===== config.mk =====
export PLATFORM = sky130hd
export DESIGN_NAME = flash_card_byte_command_decoder
export DESIGN_NICKNAME = d
export VERILOG_FILES = /design/src/rtl/flash_cmd_pkg.sv /design/src/rtl/bus_cycle_if.sv /design/src/rtl/flash_card_byte_command_decoder.sv /design/src/rtl/card_bus_cycle.sv
export VERILOG_INCLUDE_DIRS = /design/src /design/src/rtl
export SDC_FILE = /design/constraint.sdc
export NUM_CORES = 1
export LEC_CHECK = 0
export ABC_AREA = 1
export BUFFER_PORTS_ARGS = -buffer_cell sky130_fd_sc_hd__buf_2
export CAP_MARGIN = 10
export CORE_MARGIN = 2
export CORE_UTILIZATION = 51
export CTS_BUF_LIST = sky130_fd_sc_hd__clkbuf_4 sky130_fd_sc_hd__clkbuf_8 sky130_fd_sc_hd__clkbuf_16
export DETAILED_ROUTE_END_ITERATION = 7
export PLACE_DENSITY = 0.76
export SYNTH_ARGS = -nofsm -noshare
export SYNTH_HDL_FRONTEND = slang
export SYNTH_SLANG_ARGS = --single-unit

===== constraint.sdc =====
create_clock -name clk_sys_i -period 1.8 [get_ports clk_sys_i]
set_clock_uncertainty 0.2 [all_clocks]
set_input_delay 0.09 -clock clk_sys_i [delete_from_list [all_inputs] [get_ports clk_sys_i]]
set_output_delay 0.09 -clock clk_sys_i [all_outputs]
set_load 0.02 [all_outputs]

===== src/rtl/flash_cmd_map.svh =====
`ifndef FLASH_CMD_MAP_SVH
`define FLASH_CMD_MAP_SVH

// ----------------------------------------------------------------
// Command bytes
// ----------------------------------------------------------------
`define CMD_UNLOCK1       8'hAA
`define CMD_UNLOCK2       8'h55
`define CMD_RESET         8'hF0
`define CMD_PROGRAM       8'hA0
`define CMD_ERASE_SETUP   8'h80
`define CMD_SEGMENT_ERASE 8'h10
`define CMD_SECTOR_ERASE  8'h30
`define CMD_RESUME        8'h30
`define CMD_SUSPEND       8'hB0
`define CMD_AUTOSELECT    8'h90

// ----------------------------------------------------------------
// Address layout
// ----------------------------------------------------------------
`define PAIR_STRIDE       25'h040_0000
`define ODD_OFFSET        25'h002_0000
`define SECTOR_LSB        17
`define SECTOR_MSB        21
`define ID_MAKER_OFFSET   25'h000_0000
`define ID_DEVICE_OFFSET  25'h000_0002

// ----------------------------------------------------------------
// Pin timing, in nanoseconds, rounded up to clock cycles
// ----------------------------------------------------------------
`define CLK_PERIOD_NS     40
`define SETUP_NS          80
`define STROBE_NS         120
`define HOLD_NS           80
`define READ_NS           160
`define SETUP_CYC  ((`SETUP_NS + `CLK_PERIOD_NS - 1) / `CLK_PERIOD_NS)
`define STROBE_CYC ((`STROBE_NS + `CLK_PERIOD_NS - 1) / `CLK_PERIOD_NS)
`define HOLD_CYC   ((`HOLD_NS + `CLK_PERIOD_NS - 1) / `CLK_PERIOD_NS)
`define READ_CYC   ((`READ_NS + `CLK_PERIOD_NS - 1) / `CLK_PERIOD_NS)

`endif


===== src/rtl/flash_cmd_pkg.sv =====
`default_nettype none
package flash_cmd_pkg;
    typedef enum logic [3:0] {
        OP_RESET1     = 4'h0,
        OP_RESET4     = 4'h1,
        OP_PROGRAM    = 4'h2,
        OP_SEG_ERASE  = 4'h3,
        OP_SECT_ERASE = 4'h4,
        OP_SUSPEND    = 4'h5,
        OP_RESUME     = 4'h6,
        OP_ID_MAKER   = 4'h7,
        OP_ID_DEVICE  = 4'h8,
        OP_READ       = 4'h9
    } op_t;

    typedef enum logic [1:0] {
        SIZE_4MB  = 2'h0,
        SIZE_8MB  = 2'h1,
        SIZE_20MB = 2'h2,
        SIZE_32MB = 2'h3
    } card_size_t;

    typedef enum logic [4:0] {
        CYC_IDLE   = 5'b0_0001,
        CYC_SETUP  = 5'b0_0010,
        CYC_STROBE = 5'b0_0100,
        CYC_HOLD   = 5'b0_1000,
        CYC_READ   = 5'b1_0000
    } cyc_state_t;

    typedef struct packed {
        cyc_state_t  state;
        logic [3:0]  count;
        logic [24:0] addr;
        logic [7:0]  data;
        logic        lane;
        logic        odd;
        logic        is_read;
        logic [7:0]  rdata;
        logic        done;
    } cyc_reg_t;

    typedef struct packed {
        logic        busy;
        logic [2:0]  step;
        logic [2:0]  last;
        op_t         op;
        logic [24:0] base;
        logic [24:0] target;
        logic [7:0]  wbyte;
        logic        odd;
        logic [7:0]  rdata;
        logic        done;
    } seq_reg_t;
endpackage : flash_cmd_pkg
`default_nettype wire


===== src/rtl/bus_cycle_if.sv =====
`default_nettype none
interface bus_cycle_if;
    logic        start;
    logic        is_read;
    logic [24:0] addr;
    logic [7:0]  data;
    logic        odd;
    logic        done;
    logic [7:0]  rdata;
    modport seq (output start, is_read, addr, data, odd,
                 input done, rdata);
    modport pins (input start, is_read, addr, data, odd,
                  output done, rdata);
endinterface : bus_cycle_if
`default_nettype wire


===== src/rtl/flash_card_byte_command_decoder.sv =====
// Function
// RULE1 - Address is don't-care except program, read and sector cycles
// RULE2 - Card latches address at strobe fall; host holds it stable
// RULE3 - Card latches data at strobe rise; host holds data across it
// RULE4 - Sector erase final cycle carries sector bits 17 to 21
// RULE5 - Even segments: low select, plus bit 22 or bits 22-24 by size
// RULE6 - Odd segments: high select, plus bit 22 or bits 22-24 by size
// RULE7 - Even segment address is base plus N/2 times 400000H
// RULE8 - Odd segment address adds (N-1)/2 times 400000H plus 20000H
// RULE9 - Even byte commands: lane bit zero with low select
// RULE10 - Odd byte commands: lane bit one low select, or high select
// RULE11 - Four-cycle reset ends with a read returning the stored byte
// RULE12 - Single B0 write suspends a running sector erase
// RULE13 - Single 30 write resumes a suspended sector erase
// RULE14 - Reset is F0, or AA 55 F0 read; program AA 55 A0 data
// RULE15 - Erases AA 55 80 AA 55 10/30; identify 90 then reads 00, 02
// RULE16 - Writes only with strobe and select low, output enable high
`include "flash_cmd_map.svh"
`default_nettype none
module flash_card_byte_command_decoder
    import flash_cmd_pkg::*;
(
    input  wire logic        clk_sys_i,
    input  wire logic        sys_rst_i,
    input  wire logic        req_valid_i,
    output logic             req_ready_o,
    input  wire op_t         req_op_i,
    input  wire card_size_t  card_size_i,
    input  wire logic [3:0]  segment_i,
    input  wire logic        odd_lane_i,
    input  wire logic [21:0] offset_i,
    input  wire logic [7:0]  wbyte_i,
    output logic             done_o,
    output logic [7:0]       rdata_o,
    output logic [24:0]      addr_o,
    output logic [7:0]       data_o,
    output logic             data_oe_n_o,
    input  wire logic [7:0]  data_i,
    output logic             low_card_select_n_o,
    output logic             high_card_select_n_o,
    output logic             write_strobe_n_o,
    output logic             output_enable_n_o
);
    seq_reg_t r;
    seq_reg_t next_r;
    bus_cycle_if cyc ();

    // ----------------------------------------------------------------
    // Helpers
    // ----------------------------------------------------------------
    // Segment base: pair stride, plus odd offset for odd segments
    function automatic logic [24:0] seg_base(input logic [3:0] seg,
                                             input card_size_t sz);
        logic [24:0] b;
        logic [2:0]  pair;
        pair = seg[3:1];
        if (sz == SIZE_4MB) pair = 3'h0;
        else if (sz == SIZE_8MB) pair = {2'h0, seg[1]};  // [RULE5] [RULE6]
        b = 25'(pair) * `PAIR_STRIDE;                    // [RULE7]
        if (seg[0]) b = b + `ODD_OFFSET;                 // [RULE8]
        return b;
    endfunction : seg_base

    // Byte at a step of a command sequence
    function automatic logic [7:0] step_byte(input op_t op,
                                             input logic [2:0] s,
                                             input logic [7:0] w);
        logic [7:0] b;
        case (s)
            3'd0: b = `CMD_UNLOCK1;
            3'd1: b = `CMD_UNLOCK2;
            3'd2: b = `CMD_ERASE_SETUP;
            3'd3: b = `CMD_UNLOCK1;
            3'd4: b = `CMD_UNLOCK2;
            default: b = `CMD_SEGMENT_ERASE;
        endcase
        case (op)
            OP_RESET1: b = `CMD_RESET;                        // [RULE14]
            OP_SUSPEND: b = `CMD_SUSPEND;                     // [RULE12]
            OP_RESUME: b = `CMD_RESUME;                       // [RULE13]
            OP_RESET4: if (s == 3'd2) b = `CMD_RESET;        // [RULE14]
            OP_PROGRAM: begin
                if (s == 3'd2) b = `CMD_PROGRAM;              // [RULE14]
                if (s == 3'd3) b = w;
            end
            OP_ID_MAKER,
            OP_ID_DEVICE: if (s == 3'd2) b = `CMD_AUTOSELECT; // [RULE15]
            OP_SECT_ERASE: if (s == 3'd5) b = `CMD_SECTOR_ERASE;
            default: b = b;
        endcase
        return b;
    endfunction : step_byte

    // ----------------------------------------------------------------
    // Sequence control
    // ----------------------------------------------------------------
    logic [2:0] last_step;
    logic       final_step;
    logic       read_step;
    always_comb begin
        case (req_op_i)
            OP_RESET1, OP_SUSPEND, OP_RESUME, OP_READ: last_step = 3'd0;
            OP_SEG_ERASE, OP_SECT_ERASE: last_step = 3'd5;  // [RULE15]
            default: last_step = 3'd3;
        endcase
    end
    assign final_step = r.step == r.last;
    assign read_step  = final_step && (r.op == OP_RESET4
                        || r.op == OP_ID_MAKER || r.op == OP_ID_DEVICE
                        || r.op == OP_READ);                // [RULE11]

    // Command address: segment base, target only where it matters
    logic [24:0] cmd_addr;
    always_comb begin
        cmd_addr = r.base;                                  // [RULE1]
        if (final_step) begin
            case (r.op)
                OP_PROGRAM, OP_RESET4, OP_READ:
                    cmd_addr = r.target;                    // [RULE1]
                OP_SECT_ERASE:
                    cmd_addr = r.base | (r.target &
                        25'h03E_0000);                      // [RULE4]
                OP_ID_MAKER: cmd_addr = r.base + `ID_MAKER_OFFSET;
                OP_ID_DEVICE: cmd_addr = r.base + `ID_DEVICE_OFFSET;
                default: cmd_addr = r.base;
            endcase
        end
    end

    assign cyc.start   = r.busy && !cyc.done && !r.done;
    assign cyc.is_read = read_step;
    assign cyc.addr    = {cmd_addr[24:1], r.odd ? 1'b1 : 1'b0}; // [RULE9]
    assign cyc.data    = step_byte(r.op, r.step, r.wbyte);
    assign cyc.odd     = r.odd;                             // [RULE10]

    always_comb begin
        next_r      = r;
        next_r.done = 1'b0;
        if (!r.busy) begin
            if (req_valid_i) begin
                next_r.busy   = 1'b1;
                next_r.step   = 3'd0;
                next_r.last   = last_step;
                next_r.op     = req_op_i;
                next_r.base   = seg_base(segment_i, card_size_i);
                next_r.target = seg_base(segment_i, card_size_i)
                                + {3'h0, offset_i};
                next_r.wbyte  = wbyte_i;
                next_r.odd    = segment_i[0] | odd_lane_i; // [RULE6]
            end
        end else if (cyc.done) begin
            if (read_step) next_r.rdata = cyc.rdata;       // [RULE11]
            if (final_step) begin
                next_r.busy = 1'b0;
                next_r.done = 1'b1;
            end else begin
                next_r.step = r.step + 3'd1;
            end
        end
    end

    always_ff @(posedge clk_sys_i) begin
        if (sys_rst_i) begin
            r <= '{op: OP_RESET1, default: '0};
        end else begin
            r <= next_r;
        end
    end

    assign req_ready_o = !r.busy;
    assign done_o      = r.done;
    assign rdata_o     = r.rdata;

    // ----------------------------------------------------------------
    // Pin cycle engine
    // ----------------------------------------------------------------
    card_bus_cycle u_cycle (
        .clk_sys_i            (clk_sys_i),
        .sys_rst_i            (sys_rst_i),
        .cyc                  (cyc),
        .addr_o               (addr_o),
        .data_o               (data_o),
        .data_oe_n_o          (data_oe_n_o),
        .data_i               (data_i),
        .low_card_select_n_o  (low_card_select_n_o),
        .high_card_select_n_o (high_card_select_n_o),
        .write_strobe_n_o     (write_strobe_n_o),
        .output_enable_n_o    (output_enable_n_o)
    );
endmodule : flash_card_byte_command_decoder
`default_nettype wire


===== src/rtl/card_bus_cycle.sv =====
`include "flash_cmd_map.svh"
`default_nettype none
module card_bus_cycle
    import flash_cmd_pkg::*;
(
    input  wire logic   clk_sys_i,
    input  wire logic   sys_rst_i,
    bus_cycle_if.pins   cyc,
    output logic [24:0] addr_o,
    output logic [7:0]  data_o,
    output logic        data_oe_n_o,
    input  wire logic [7:0] data_i,
    output logic        low_card_select_n_o,
    output logic        high_card_select_n_o,
    output logic        write_strobe_n_o,
    output logic        output_enable_n_o
);
    cyc_reg_t r;
    cyc_reg_t next_r;
    logic [7:0] sync1;
    logic [7:0] sync2;
    logic [7:0] sync3;

    // ----------------------------------------------------------------
    // Read data synchroniser
    // ----------------------------------------------------------------
    always_ff @(posedge clk_sys_i) begin
        sync1 <= data_i;
        sync2 <= sync1;
        sync3 <= sync2;
    end

    // Strobe sequencer: address set up before the falling edge
    always_comb begin
        next_r      = r;
        next_r.done = 1'b0;
        case (r.state)
            CYC_IDLE: begin
                if (cyc.start) begin
                    next_r.state   = CYC_SETUP;
                    next_r.count   = 4'(`SETUP_CYC);
                    next_r.addr    = cyc.addr;
                    next_r.data    = cyc.data;
                    next_r.lane    = cyc.addr[0];
                    next_r.odd     = cyc.odd;
                    next_r.is_read = cyc.is_read;
                end
            end
            CYC_SETUP: begin
                if (r.count == 4'h1) begin
                    next_r.state = r.is_read ? CYC_READ : CYC_STROBE;
                    next_r.count = r.is_read ? 4'(`READ_CYC)
                                             : 4'(`STROBE_CYC);
                end else begin
                    next_r.count = r.count - 4'h1;
                end
            end
            CYC_STROBE: begin
                if (r.count == 4'h1) begin
                    next_r.state = CYC_HOLD;
                    next_r.count = 4'(`HOLD_CYC);
                end else begin
                    next_r.count = r.count - 4'h1;
                end
            end
            CYC_READ: begin
                if (r.count == 4'h1 && sync2 == sync3) begin
                    next_r.rdata = sync3;
                    next_r.state = CYC_HOLD;
                    next_r.count = 4'(`HOLD_CYC);
                end else if (r.count != 4'h1) begin
                    next_r.count = r.count - 4'h1;
                end
            end
            CYC_HOLD: begin
                if (r.count == 4'h1) begin
                    next_r.state = CYC_IDLE;
                    next_r.done  = 1'b1;
                end else begin
                    next_r.count = r.count - 4'h1;
                end
            end
            default: next_r.state = CYC_IDLE;
        endcase
    end

    always_ff @(posedge clk_sys_i) begin
        if (sys_rst_i) begin
            r <= '{state: CYC_IDLE, default: '0};
        end else begin
            r <= next_r;
        end
    end

    // ----------------------------------------------------------------
    // Pin drive
    // ----------------------------------------------------------------
    logic active;
    assign active = r.state != CYC_IDLE;
    // Odd lane: high select; even lane: low select with lane bit 0
    assign high_card_select_n_o = !(active && r.odd);         // [RULE10]
    assign low_card_select_n_o  = !(active && !r.odd);        // [RULE9]
    // Address falls with strobe, data rises with it
    assign write_strobe_n_o  = !(r.state == CYC_STROBE);      // [RULE2]
    assign output_enable_n_o = !(r.state == CYC_READ);        // [RULE16]
    assign addr_o      = {r.addr[24:1], r.lane};
    assign data_o      = r.data;                              // [RULE3]
    assign data_oe_n_o = !(active && !r.is_read);
    assign cyc.done    = r.done;
    assign cyc.rdata   = r.rdata;
endmodule : card_bus_cycle
`default_nettype wire


Word-level counts from Yosys, hierarchy flattened
Cells that the tools add are included.
{"block": "word_totals", "ff_bits": 157, "inputBits": 52}
{"block": "classes", "n_addsub": 5, "n_eq_ne": 38, "n_mux": 39, "n_bitwise": 5, "n_reduce_logical": 41}
{"operator": "2-to-1 mux 25 bit", "n": 4}
{"operator": "case mux 25 bit (3 select lines)", "n": 1}
{"operator": "2-to-1 mux 70 bit", "n": 1}
{"operator": "case mux 8 bit (7 select lines)", "n": 1}
{"operator": "2-to-1 mux 45 bit", "n": 1}
{"operator": "2-to-1 mux 8 bit", "n": 5}
{"operator": "equality test 4 x 3 -> 1 bit, second input constant", "n": 7}
{"operator": "2-to-1 mux 4 bit", "n": 7}
{"operator": "adder 25 x 18 -> 25 bit, second input constant", "n": 1}
{"operator": "adder 25 x 2 -> 25 bit, second input constant", "n": 1}
{"operator": "adder 25 x 22 -> 25 bit", "n": 1}
{"operator": "2-to-1 mux 5 bit", "n": 5}
{"operator": "OR 25 x 22 -> 25 bit", "n": 1}
{"operator": "case mux 5 bit (5 select lines)", "n": 1}
{"operator": "case mux 8 bit (3 select lines)", "n": 1}
{"operator": "case mux 4 bit (5 select lines)", "n": 1}
{"operator": "2-to-1 mux 3 bit", "n": 6}
{"operator": "equality test 4 bit, second input constant", "n": 3}
{"operator": "zero test 1 bit", "n": 10}
{"operator": "!= test 2 x 1 -> 1 bit, second input constant", "n": 5}
{"operator": "OR reduction 2 bit", "n": 5}
{"operator": "equality test 4 x 1 -> 1 bit, second input constant", "n": 2}
{"operator": "equality test 4 x 2 -> 1 bit, second input constant", "n": 2}
{"operator": "equality test 8 bit", "n": 1}
{"operator": "other kinds (33)", "n": 55}

Logic depth before layout (Yosys ltp)
Gate-level depths: netlist of run 1.
{"block": "logic_depth", "word_depth": 12, "depth_mapped": 14}

Cells and area by module
Synthesis of run 1 repeated with hierarchy kept, for this count alone.
{"block": "unflattened", "hier_cells": 904, "hier_area_um2": 6470.0}
{"mod": "flash_card_byte_command_decoder", "instances": 1, "cells_each": 503, "area_each_um2": 3246.9, "seq_area_each_um2": 1141.1}
{"mod": "card_bus_cycle", "instances": 1, "cells_each": 401, "area_each_um2": 3223.1, "seq_area_each_um2": 1541.5}

Worst setup path after synthesis of run 1
OpenSTA, ideal clock, no wires.
{"block": "synth_timing", "path_kind": "register to register", "startpoint": "register r[76] in the netlist's numbering", "endpoint": "register u_cycle.r (netlist bit u_cycle.data_o[0])", "setup_time_ns": 0.109, "arrival_time_ns": 1.535, "path_slack_ns": -0.044, "path_stages_with_launch": 13, "synth_period_minus_slack_ns": 1.844, "cell_sequence": "dfxtp_1 > inv_1 > ha_1 > o21ai_0 > nor2_1 > nor2_1 > nor2_1 > o21ai_0 > nand2_1 > nor2_1 > nand3_1 > nand2_1 > inv_1"}
{"block": "synth_via", "elab_chain_cells": 6, "word_cells_on_any_way": 15}
{"item": "start: declaration", "line": "flash_card_byte_command_decoder.sv:44", "source": "seq_reg_t r;"}
{"item": "start signal: assignment", "line": "flash_card_byte_command_decoder.sv:166", "source": "r <= next_r;"}
{"item": "equality test 3 bit, or another cell as far along", "line": "flash_card_byte_command_decoder.sv:69", "source": "case (s)"}
{"item": "OR reduction 2 bit (no line)"}
{"item": "case mux 8 bit (3 select lines)", "line": "flash_card_byte_command_decoder.sv:69"}
{"item": "2-to-1 mux 8 bit", "line": "flash_card_byte_command_decoder.sv:83", "source": "if (s == 3'd2) b = `CMD_PROGRAM;"}
{"item": "2-to-1 mux 8 bit", "line": "flash_card_byte_command_decoder.sv:84", "source": "if (s == 3'd3) b = w;"}
{"item": "case mux 8 bit (7 select lines) (*)", "line": "flash_card_byte_command_decoder.sv:77", "source": "case (op)"}
{"item": "end signal: assignment", "line": "card_bus_cycle.sv:91", "source": "r <= next_r;"}
{"item": "end: declaration", "line": "card_bus_cycle.sv:18", "source": "cyc_reg_t r;"}
Mark *: on every way between the ends. The rest lies on a longest branch, timed or not.
A chain may end at the register's enable or synchronous reset.

Final worst setup path of run 1
{"block": "layout_timing", "startpoint": "register r[75] in the netlist's numbering", "endpoint": "register u_cycle.r (netlist bit u_cycle.data_o[2])"}
Same word-level chain as after synthesis.

==> impl_metrics.ini, run 1 <==
[status]
outcome = finished with violations
violations = setup timing

[worst_setup_path]
crit_top_cell = nor2_1
crit_path_max_fanout = 4
critPathBufInv = 2
critical_path_class = reg -> reg
cp-start-kind = flop
max_stage_delay_ps = 360
worst_path_max_delay_cell = dfxtp_4
timing.rr.start = r[75]
crit_family = simple AND/OR/NAND/NOR gates
worstPathRequired_ps = 1920
reg2reg_depth = 11
rr_endpoint = u_cycle.data_o[2]
rrSetupSlack_ps = -30
worstPathArrival_ps = 1950
cp-end-kind = flop
cp_cell_sequence = ha_2 -> ha_4 -> buf_4 -> nor2_1 -> nor2_1 -> o21ai_1 -> nand2_1 -> nor2_1 -> nand3_1 -> nand2_1 -> inv_1

[global_routing]
grt_max_degree = 46
antenna_found_initial = 0
grt_remaining_overflow = 0
grt_pass1_wl_um = 24400
grt_pass1_vias = 5321
grt_usage = 0.240

[sta]
tightest_slew_ps = 412
setup_viol = 3
fmax_mhz = 546
period_share = 1.02
max_slew_margin = 0.724
grt_setup_unrepaired = true
layout_setup_ws_ps = -30.3
holdWs_ps = 81.0
fin_crit_ps = 1830
drv_slew = 0
hold_viol = 0

[cts]
clk_latency_ps = 420
cts_tree = yes
clock_tree.root_cell = clkbuf_16
clock-sinks = 133
ctsHtreeMaxLevel = 4
clk_path_buf_depth = 2
path_clk_slew_ps = 60
cts_buffers = 17

[power]
vdd_drop_max_mv = 1.66
p_per_area_nw_per_um2 = 1110
leakagePower_uw = 0.00377
power_uw = 9190

[synth]
netlist_instances = 804
synthFlopType = dfxtp_1
muxShareOfSynthArea = 0
synthXorXnorAreaFrac = 0.0175
yosysSeqAreaShare = 0.443
synthSimpleGateAreaFrac = 0.243
ys_warn_count = 0
synthAdderAreaFrac = 0.0188
synthArstFlopShare = 0
synth_edf_count = 0
synth.distinct_cells = 42
synth_compound_area_frac = 0.150
syn_area_sq_um = 6000
synth_top_family_by_area = simple AND/OR/NAND/NOR gates
synth-seq-cells = 133
synth_area_per_cell_sq_um = 7.47
syn_nets = 865

[min_path]
hold_depth = 7
hold_end = r[65]
hp-start = card_size_i[1]
hp-class = in -> reg

[drt]
vias = 5780
drt_iter0_drc = 493
drc = 0
vias_per_cell = 5.17
routed_wl_um = 15900
ant_nets = 0
dr.pass1.iters = 5
avgRoutedWirePerCell_um = 14.2

[placed_design]
place_congestion = 0.966
dp_hpwl_um = 9420
port_buffers = 98
post-place-ws_ps = -19.1
placed_area_sq_um = 6600
dp_cells = 1019

[cells_and_area]
nets = 1026
finalNonFillerCells = 1119
final_cell_area_sq_um = 8250
syn_to_final_growth_pct = 37.4
antennaDiodeCount = 0
fillers = 805
drive_gt1_frac = 0.311

[die]
core_sq_um = 11500
fp.dieW_um = 113
num_io_pins = 100
dieArea_sq_um = 12700
num_rows = 39
start_util = 0.524
fp.dieH_um = 113

[flow_run]
drv_cap = 0
[timing repair]
item | CTS | global route
endpoints found under the setup margin | 7 | 61
gates cloned | 0 | 1
resized for setup | 19 | 107
hold buffers | 54 | 0
setup buffers | 5 | 11
hold endpoints to repair | 80 | 0
pin swaps | 4 | 25
[cells by family after synthesis]
group / Yosys count
AND/OR/NAND/NOR: 324
AO/OA/AOI/OAI: 170
buffers and inverters: 156
flip-flops: 133
XOR/XNOR: 12
adder cells (fa/ha/maj): 9
[power by group]
group	leakage, uW	internal (uW)	total (uW)	switching (uW)
clock network	0.000292	2240	3530	1290
logic	0.00238	992	2310	1320
registers	0.00110	3180	3350	169
total	0.00377	6420	9190	2780
[cell usage in the layout (no fill, tap or decap), types with 5 or more instances in the layout]
master | Yosys | routed
nor2_1 | 103 | 94
nand3_1 | 38 | 30
dfxtp_1 | 133 | 119
nor2_2 | 4 | 9
xor2_1 | 6 | 6
a21oi_2 | 0 | 12
dfxtp_2 | 0 | 11
a21oi_1 | 69 | 57
buf_6 | 3 | 6
dlygate4sd3_1 | 0 | 53
buf_2 | 2 | 97
nand2_2 | 1 | 13
o211ai_1 | 9 | 9
buf_4 | 41 | 48
inv_1 | 77 | 64
o21ai_0 | 75 | 62
clkbuf_16 | 0 | 17
nand2_1 | 150 | 138
nor2_4 | 3 | 7
inv_2 | 7 | 16
nand3_2 | 3 | 10
o21ai_1 | 5 | 14
ha_4 | 0 | 5
buf_12 | 0 | 5
[worst min-delay path, cell delays in order]
cell and delay [ps]:
buf_2 110, nor2_1 120, nor2_1 90, inv_1 50, nor2_1 50, inv_1 80, a21oi_1 60
[flip-flops by register name, summed over array words and instances (netlist names)]
name               cells
u_cycle.data_o         8
u_cycle.cyc.done       1
cyc.odd                1
u_cycle.sync1          8
u_cycle.sync3          8
u_cycle.addr_o        24
r                     47
rdata_o                8
done_o                 1
u_cycle.sync2          8
u_cycle.cyc.rdata      8
u_cycle.r             11
[worst max path at each step]
stage	from	end	slack [ps]	depth (start not counted)
4_1_cts	u_cycle.r[52]	u_cycle.addr_o[21]	-4	8
3_3_place_gp	r[75]	u_cycle.data_o[5]	4	10
2_1_floorplan	u_cycle.r[45]	u_cycle.cyc.rdata[6]	30	9
5_1_grt	r[75]	u_cycle.data_o[2]	-120	14
6_report	r[75]	u_cycle.data_o[2]	-30	11
3_5_place_dp	r[76]	u_cycle.data_o[5]	-20	10
[synthesized netlist by cell type (all sizes together) (2+ instances only)]
master / count / area (sq um)
xnor2: 6 / 52.6
a211oi: 4 / 30.0
nand3b: 2 / 15.0
o22ai: 3 / 18.8
inv: 85 / 322
or2: 3 / 18.8
o211ai: 9 / 67.6
dfxtp: 133 / 2660
nand3: 41 / 220
clkbuf: 18 / 67.6
ha: 9 / 113
nor3: 7 / 51.3
o21ai: 80 / 400
a31oi: 2 / 12.5
buf: 50 / 367
nand2: 151 / 569
nand4: 6 / 58.8
nor2: 113 / 505
xor2: 6 / 52.6
a21oi: 69 / 345
clkinv: 3 / 12.5
[final cells by class]
class | instances | area (sq um) | share of cell area
inverters | 88 | 348 | 0.0422
clock inverters | 11 | 150 | 0.0182
flip-flops and latches | 133 | 2690 | 0.326
well taps | 143 | 179 | 0.0217
repair buffers | 209 | 1540 | 0.187
clock buffers | 19 | 453 | 0.0549
multi-input cells | 516 | 2890 | 0.350
[metal layers]
| metal | global-route usage | vias to the layer above | wire length, um |
|---|---|---|---|
| li1 | - | 2885 | - |
| met1 | 0.294 | 2679 | 6760 |
| met2 | 0.404 | 179 | 7930 |
| met3 | 0.0599 | 37 | 792 |
| met4 | 0.0976 | 0 | 415 |
| met5 | 0 | - | 0 |
[metrics by stage]
step,util,setup TNS [ps]
final,0.719,-67.9
after global routing,0.719,-1830
after CTS,0.683,-4.90
after detailed placement,0.575,-36.7
after global placement,0.575,0
after floorplan,-,0
No activity file was read; power rests on OpenSTA's default activity.
==> run 2, diff against run 1 <==
--- a/config.mk
+++ b/config.mk
@@ -6,7 +6,6 @@
 export SDC_FILE = /design/constraint.sdc
 export NUM_CORES = 1
 export LEC_CHECK = 0
-export ABC_AREA = 1
 export BUFFER_PORTS_ARGS = -buffer_cell sky130_fd_sc_hd__buf_2
 export CAP_MARGIN = 10
 export CORE_MARGIN = 2
@@ -14,6 +13,7 @@
 export CTS_BUF_LIST = sky130_fd_sc_hd__clkbuf_4 sky130_fd_sc_hd__clkbuf_8 sky130_fd_sc_hd__clkbuf_16
 export DETAILED_ROUTE_END_ITERATION = 7
 export PLACE_DENSITY = 0.76
+export SETUP_SLACK_MARGIN = 0.3
 export SYNTH_ARGS = -nofsm -noshare
 export SYNTH_HDL_FRONTEND = slang
 export SYNTH_SLANG_ARGS = --single-unit
==> run 2 against run 1 <==
The flow finishes with violations (hold timing, setup timing); non-clock buffer count is 59 higher; cell area grew 16%; combinational power down 42%; cell count is 3.2% lower; synthesized cell count down 11%; area after synthesis rose by 2.1%; critical endpoint is now u_cycle.data_o[5]; largest power group unchanged.
==> impl_metrics.ini, run 2 <==
[sta]
layout_setup_ws_ps = -546
max_slew_margin = 0.530
tightest_slew_ps = 697
grt_setup_unrepaired = true
period_share = 1.30
fmax_mhz = 426
holdWs_ps = -12.6
hold_viol = 4
drv_slew = 0
fin_crit_ps = 2350
setup_viol = 62
tns_ps = -9940

[power]
leakagePower_uw = 0.00382
vdd_drop_max_mv = 0.629
p_per_area_nw_per_um2 = 874

[global_routing]
grt_max_degree = 58
grt_pass1_wl_um = 29500
antenna_found_initial = 0
grt_pass1_vias = 6085
grt_usage = 0.288
grt_remaining_overflow = 0

[synth]
synthXorXnorAreaFrac = 0.0351
synthSimpleGateAreaFrac = 0.213
synth_top_family_by_area = simple AND/OR/NAND/NOR gates
syn_nets = 779
synth_compound_area_frac = 0.172
synthAdderAreaFrac = 0.0184
syn_area_sq_um = 6130
yosysTopAreaCell = dfxtp_1
synth_area_per_cell_sq_um = 8.54
ys_top_cells_by_area = dfxtp_1, nand2_1, a21oi_1
synth_edf_count = 0
synth_top_cell_area_share = 0.434
synth.distinct_cells = 72
synth_common_cells = dfxtp_1, nand2_1, a21oi_1, nor2_1, buf_4
netlist_instances = 718
yosysSeqAreaShare = 0.434
synthArstFlopShare = 0
muxShareOfSynthArea = 0.0363
synthFlopType = dfxtp_1
synth-seq-cells = 133
synth.most_common_cell = dfxtp_1
ys_warn_count = 0

[worst_setup_path]
crit_path_max_fanout = 10
worstPathArrival_ps = 2410
cp-end-kind = flop
critical_path_class = reg -> reg
timing.rr.start = r[71]
cp-start-kind = flop
worst_path_max_delay_cell = dfxtp_1
rr_endpoint = u_cycle.data_o[5]
rrSetupSlack_ps = -550
crit_family = compound AO/OA/AOI/OAI gates
critPathBufInv = 2
max_stage_delay_ps = 610
worstPathRequired_ps = 1860
reg2reg_depth = 6
cp_cell_sequence = buf_4 -> inv_1 -> nand3_1 -> o21ai_0 -> a21oi_1 -> a311oi_1

[cts]
cts_buffers = 17
clk_latency_ps = 430
cts_tree = yes
clk_path_buf_depth = 2
clock_tree.root_cell = clkbuf_16
ctsHtreeMaxLevel = 4
clock-sinks = 133
path_clk_slew_ps = 60

[cells_and_area]
final_cell_area_sq_um = 9560
regMostFlops = r
drive_gt1_frac = 0.434
finalNonFillerCells = 1083
final_common_cell = dfxtp_1
nets = 984
largest_reg_flops = 47
layout_common_cells = dfxtp_1, nand2_1, buf_2, buf_4, nor2_1
syn_to_final_growth_pct = 55.8
antennaDiodeCount = 0
utilization = 0.806
fillers = 563

[drt]
vias_per_cell = 6.12
vias = 6631
drt_iter0_drc = 879
drc = 0
ant_nets = 0
dr.pass1.iters = 6
routed_wl_um = 23100
avgRoutedWirePerCell_um = 21.3

[min_path]
hold_end = rdata_o[1]
hold_depth = 2
hp-start = sys_rst_i
hp-class = in -> reg

[die]
core_sq_um = 11900
fp.dieH_um = 114
num_io_pins = 100
start_util = 0.517
dieArea_sq_um = 12900
fp.dieW_um = 114
num_rows = 40

[flow_run]
drv_cap = 0

[placed_design]
place_congestion = 0.926
dp_cells = 953
dp_hpwl_um = 10600
port_buffers = 98
placed_area_sq_um = 7160

[status]
violations = hold timing, setup timing
outcome = finished with violations
[run 2: what timing repair did]
action                     4_1_cts  5_1_grt
resized for setup              100       90
gates cloned                     3        0
pin swaps                       43       67
setup endpoints to repair      103       82
hold buffers                    47        4
hold endpoints to repair        76        6
setup buffers                   33       13
[run 2: stage by stage]
| stage | power [uW] | hold WS, ps | setup slack [ps] |
|---|---|---|---|
| global placement | 4050 | -7.22 | -123 |
| floorplan | 3800 | -82.3 | -77.5 |
| detailed placement | 4080 | -3.34 | -164 |
| CTS | 8070 | -144 | -181 |
| finish | 8350 | -12.6 | -546 |
| global route | 8530 | 4.57 | -530 |
[run 2: cell type report]
cell class | instances | area (sq um) | share of cell area
Multi-Input combinational cell | 486 | 3730 | 0.391
Timing Repair Buffer | 268 | 2210 | 0.231
Sequential cell | 133 | 2710 | 0.283
Tap cell | 147 | 184 | 0.0192
Inverter | 17 | 73.8 | 0.00773
Clock buffer | 21 | 492 | 0.0515
Clock inverter | 11 | 158 | 0.0165
[run 2: worst max path at each step]
stage,from,endpoint,depth (start not counted)
2_1_floorplan,u_cycle.r[46],u_cycle.r[47],6
3_3_place_gp,u_cycle.r[46],u_cycle.r[47],6
3_5_place_dp,u_cycle.r[46],u_cycle.r[47],6
4_1_cts,r[75],u_cycle.data_o[5],7
5_1_grt,r[71],u_cycle.data_o[5],6
6_report,r[71],u_cycle.data_o[5],6
[run 2: kinds of logic (layout without fill, tap and decap cells)]
| logic type | after synthesis | in the layout |
|---|---|---|
| and+or+nand+nor | 270 | 270 |
| AOI/OAI and AO/OA | 163 | 163 |
| DFF | 133 | 133 |
| buffers and inverters | 99 | 317 |
| xor gates and xnor gates | 22 | 22 |
| muxes | 22 | 22 |
| adders and majority gates | 9 | 9 |
[run 2: metal layers]
layer  up-vias  GRT usage  part of all wire
li1       2869          -                 -
met4         0      0.139             0.059
met2       461      0.513              0.50
met1      3152      0.321              0.36
met5         -          0                 0
met3       149     0.0696             0.081
[run 2: where the power goes]
| part | leakage [uW] | switching [uW] | internal [uW] | total [uW] |
|---|---|---|---|---|
| registers | 0.00110 | 131 | 3060 | 3190 |
| clock network | 0.000313 | 1410 | 2400 | 3810 |
| logic | 0.00241 | 721 | 629 | 1350 |
| total | 0.00382 | 2260 | 6090 | 8350 |
==> run 3, diff against run 2 <==
--- a/config.mk
+++ b/config.mk
@@ -8,11 +8,13 @@
 export LEC_CHECK = 0
 export BUFFER_PORTS_ARGS = -buffer_cell sky130_fd_sc_hd__buf_2
 export CAP_MARGIN = 10
+export CELL_PAD_IN_SITES_DETAIL_PLACEMENT = 1
+export CELL_PAD_IN_SITES_GLOBAL_PLACEMENT = 2
 export CORE_MARGIN = 2
-export CORE_UTILIZATION = 51
+export CORE_UTILIZATION = 30
 export CTS_BUF_LIST = sky130_fd_sc_hd__clkbuf_4 sky130_fd_sc_hd__clkbuf_8 sky130_fd_sc_hd__clkbuf_16
 export DETAILED_ROUTE_END_ITERATION = 7
-export PLACE_DENSITY = 0.76
+export PLACE_DENSITY_LB_ADDON = 0.1
 export SETUP_SLACK_MARGIN = 0.3
 export SYNTH_ARGS = -nofsm -noshare
 export SYNTH_HDL_FRONTEND = slang
==> run 3 against run 2 <==
Wire length decreased by 9.3%; largest cell class unchanged; largest power group unchanged; fmax increased by 20%; cell area increased by 3.8%; the run ends with setup timing left; highest routed layer unchanged; worst setup slack improved by 380 ps.
==> impl_metrics.ini, run 3 (synthesis gave the netlist of run 2 again) <==
[drt]
routed_wl_um = 20900
drt_iter0_drc = 226
avgRoutedWirePerCell_um = 17.0
vias_per_cell = 4.79
ant_nets = 0
dr.pass1.iters = 4
vias = 5872
drc = 0

[cells_and_area]
regMostFlops = r
fillers = 2267
drive_gt1_frac = 0.442
antennaDiodeCount = 0
syn_to_final_growth_pct = 61.8
layout_common_cells = dfxtp_1, nand2_1, buf_2, buf_4, a21oi_1
nets = 1005
largest_reg_flops = 47
final_cell_area_sq_um = 9920
final_common_cell = dfxtp_1

[global_routing]
grt_pass1_wl_um = 32300
grt_remaining_overflow = 0
grt_pass1_vias = 6265
grt_usage = 0.187
grt_max_degree = 48
antenna_found_initial = 0

[placed_design]
port_buffers = 98
place_congestion = 0.814
placed_area_sq_um = 7530
dp_hpwl_um = 13500

[die]
num_rows = 52
fp.dieW_um = 147
core_sq_um = 20200
fp.dieH_um = 147
dieArea_sq_um = 21600
start_util = 0.304
num_io_pins = 100

[flow_run]
drv_cap = 0

[status]
outcome = finished with violations
violations = setup timing

[cts]
clock_tree.root_cell = clkbuf_16
ctsHtreeMaxLevel = 4
path_clk_slew_ps = 60
clk_path_buf_depth = 2
cts_buffers = 17
cts_tree = yes
clk_latency_ps = 430
clock-sinks = 133

[worst_setup_path]
critical_path_class = reg -> reg
worstPathArrival_ps = 2080
critPathBufInv = 1
cp-start-kind = flop
max_stage_delay_ps = 450
cp_cell_sequence = inv_2 -> ha_4 -> or3b_4 -> or4_4 -> a32oi_1 -> o31ai_1
crit_path_max_fanout = 4
worst_path_max_delay_cell = or4_4
worstPathRequired_ps = 1920
cp-end-kind = flop
crit_family = simple AND/OR/NAND/NOR gates

[min_path]
hp-class = in -> reg

[sta]
setup_viol = 53
tightest_slew_ps = 431
hold_viol = 0
grt_setup_unrepaired = true
period_share = 1.09
layout_setup_ws_ps = -161
drv_slew = 0
fin_crit_ps = 1960
tns_ps = -3400
max_slew_margin = 0.705
fmax_mhz = 510

[power]
vdd_drop_max_mv = 0.624
p_per_area_nw_per_um2 = 824
leakagePower_uw = 0.00388
run 3: changes by cell type in the layout (fill, tap and decap cells not counted), sizes merged:
| cell | before | now |
|---|---|---|
| bufbuf | 1 | 0 |
| clkbuf | 21 | 23 |
| dlygate4sd3 | 47 | 49 |
| inv | 23 | 20 |
| clkinvlp | 2 | 1 |
| dlymetal6s4s | 2 | 0 |
| buf | 218 | 237 |
| clkinv | 0 | 5 |
run 3: worst paths after layout:
check	startpoint	endpoint	slack [ps]	depth (start not counted)
worst min-delay path	offset_i[17]	r[36]	70	5
worst max-delay path	u_cycle.r[46]	u_cycle.r[47]	-160	6
worst min register to register	u_cycle.sync1[4]	u_cycle.sync2[4]	130	0
worst max register to register	u_cycle.r[46]	u_cycle.r[47]	-160	6
run 3: cell type report:
class | instances | area, sq um | share of cell area
multi-input combinational | 486 | 3700 | 0.373
sequential | 133 | 2710 | 0.273
timing repair buffer | 289 | 2490 | 0.251
clock buffer | 20 | 454 | 0.0458
tap | 270 | 338 | 0.0341
clock inverter | 12 | 151 | 0.0153
inverter | 17 | 76.3 | 0.00769
run 3: worst register-to-register path, cell delays in order, from the launching register on:
cell     delay, ps
dfxtp_2        320
inv_2           70
ha_4           130
or3b_4         410
or4_4          450
a32oi_1        190
o31ai_1         80
run 3: timing repair:
action / in CTS / in global routing
pin swaps: 47 / 41
buffers inserted: 26 / 23
hold buffers: 48 / 2
gates cloned: 1 / 4
endpoints found under the hold margin: 64 / 3
gates resized for setup: 101 / 72
setup endpoints to repair: 90 / 81
run 3: metal layers:
metal / track usage / routed length [um]
met1: 0.230 / 9340
met2: 0.337 / 10800
met4: 0.0534 / 241
met5: 0 / 0
met3: 0.0320 / 503
run 3: power by group:
group          leakage (uW)  switching, uW  total [uW]  internal, uW
logic               0.00248            680        1360           684
registers           0.00110            103        3170          3060
clock network      0.000302           1390        3640          2250
run 3: per-stage QoR:
| stage | setup WS (ps) | hold WS, ps | power, uW | std cells | utilization |
|---|---|---|---|---|---|
| floorplan | -77.5 | -82.3 | 3800 | 718 | - |
| global route | -207 | 97.8 | 8510 | 1227 | 0.492 |
| finish | -161 | 66.4 | 8170 | 1227 | 0.492 |
| CTS | -157 | -147 | 8050 | 1199 | 0.459 |
| global placement | -140 | -7.62 | 4160 | 1092 | 0.373 |
| detailed placement | -189 | -5.58 | 4190 | 1092 | 0.373 |
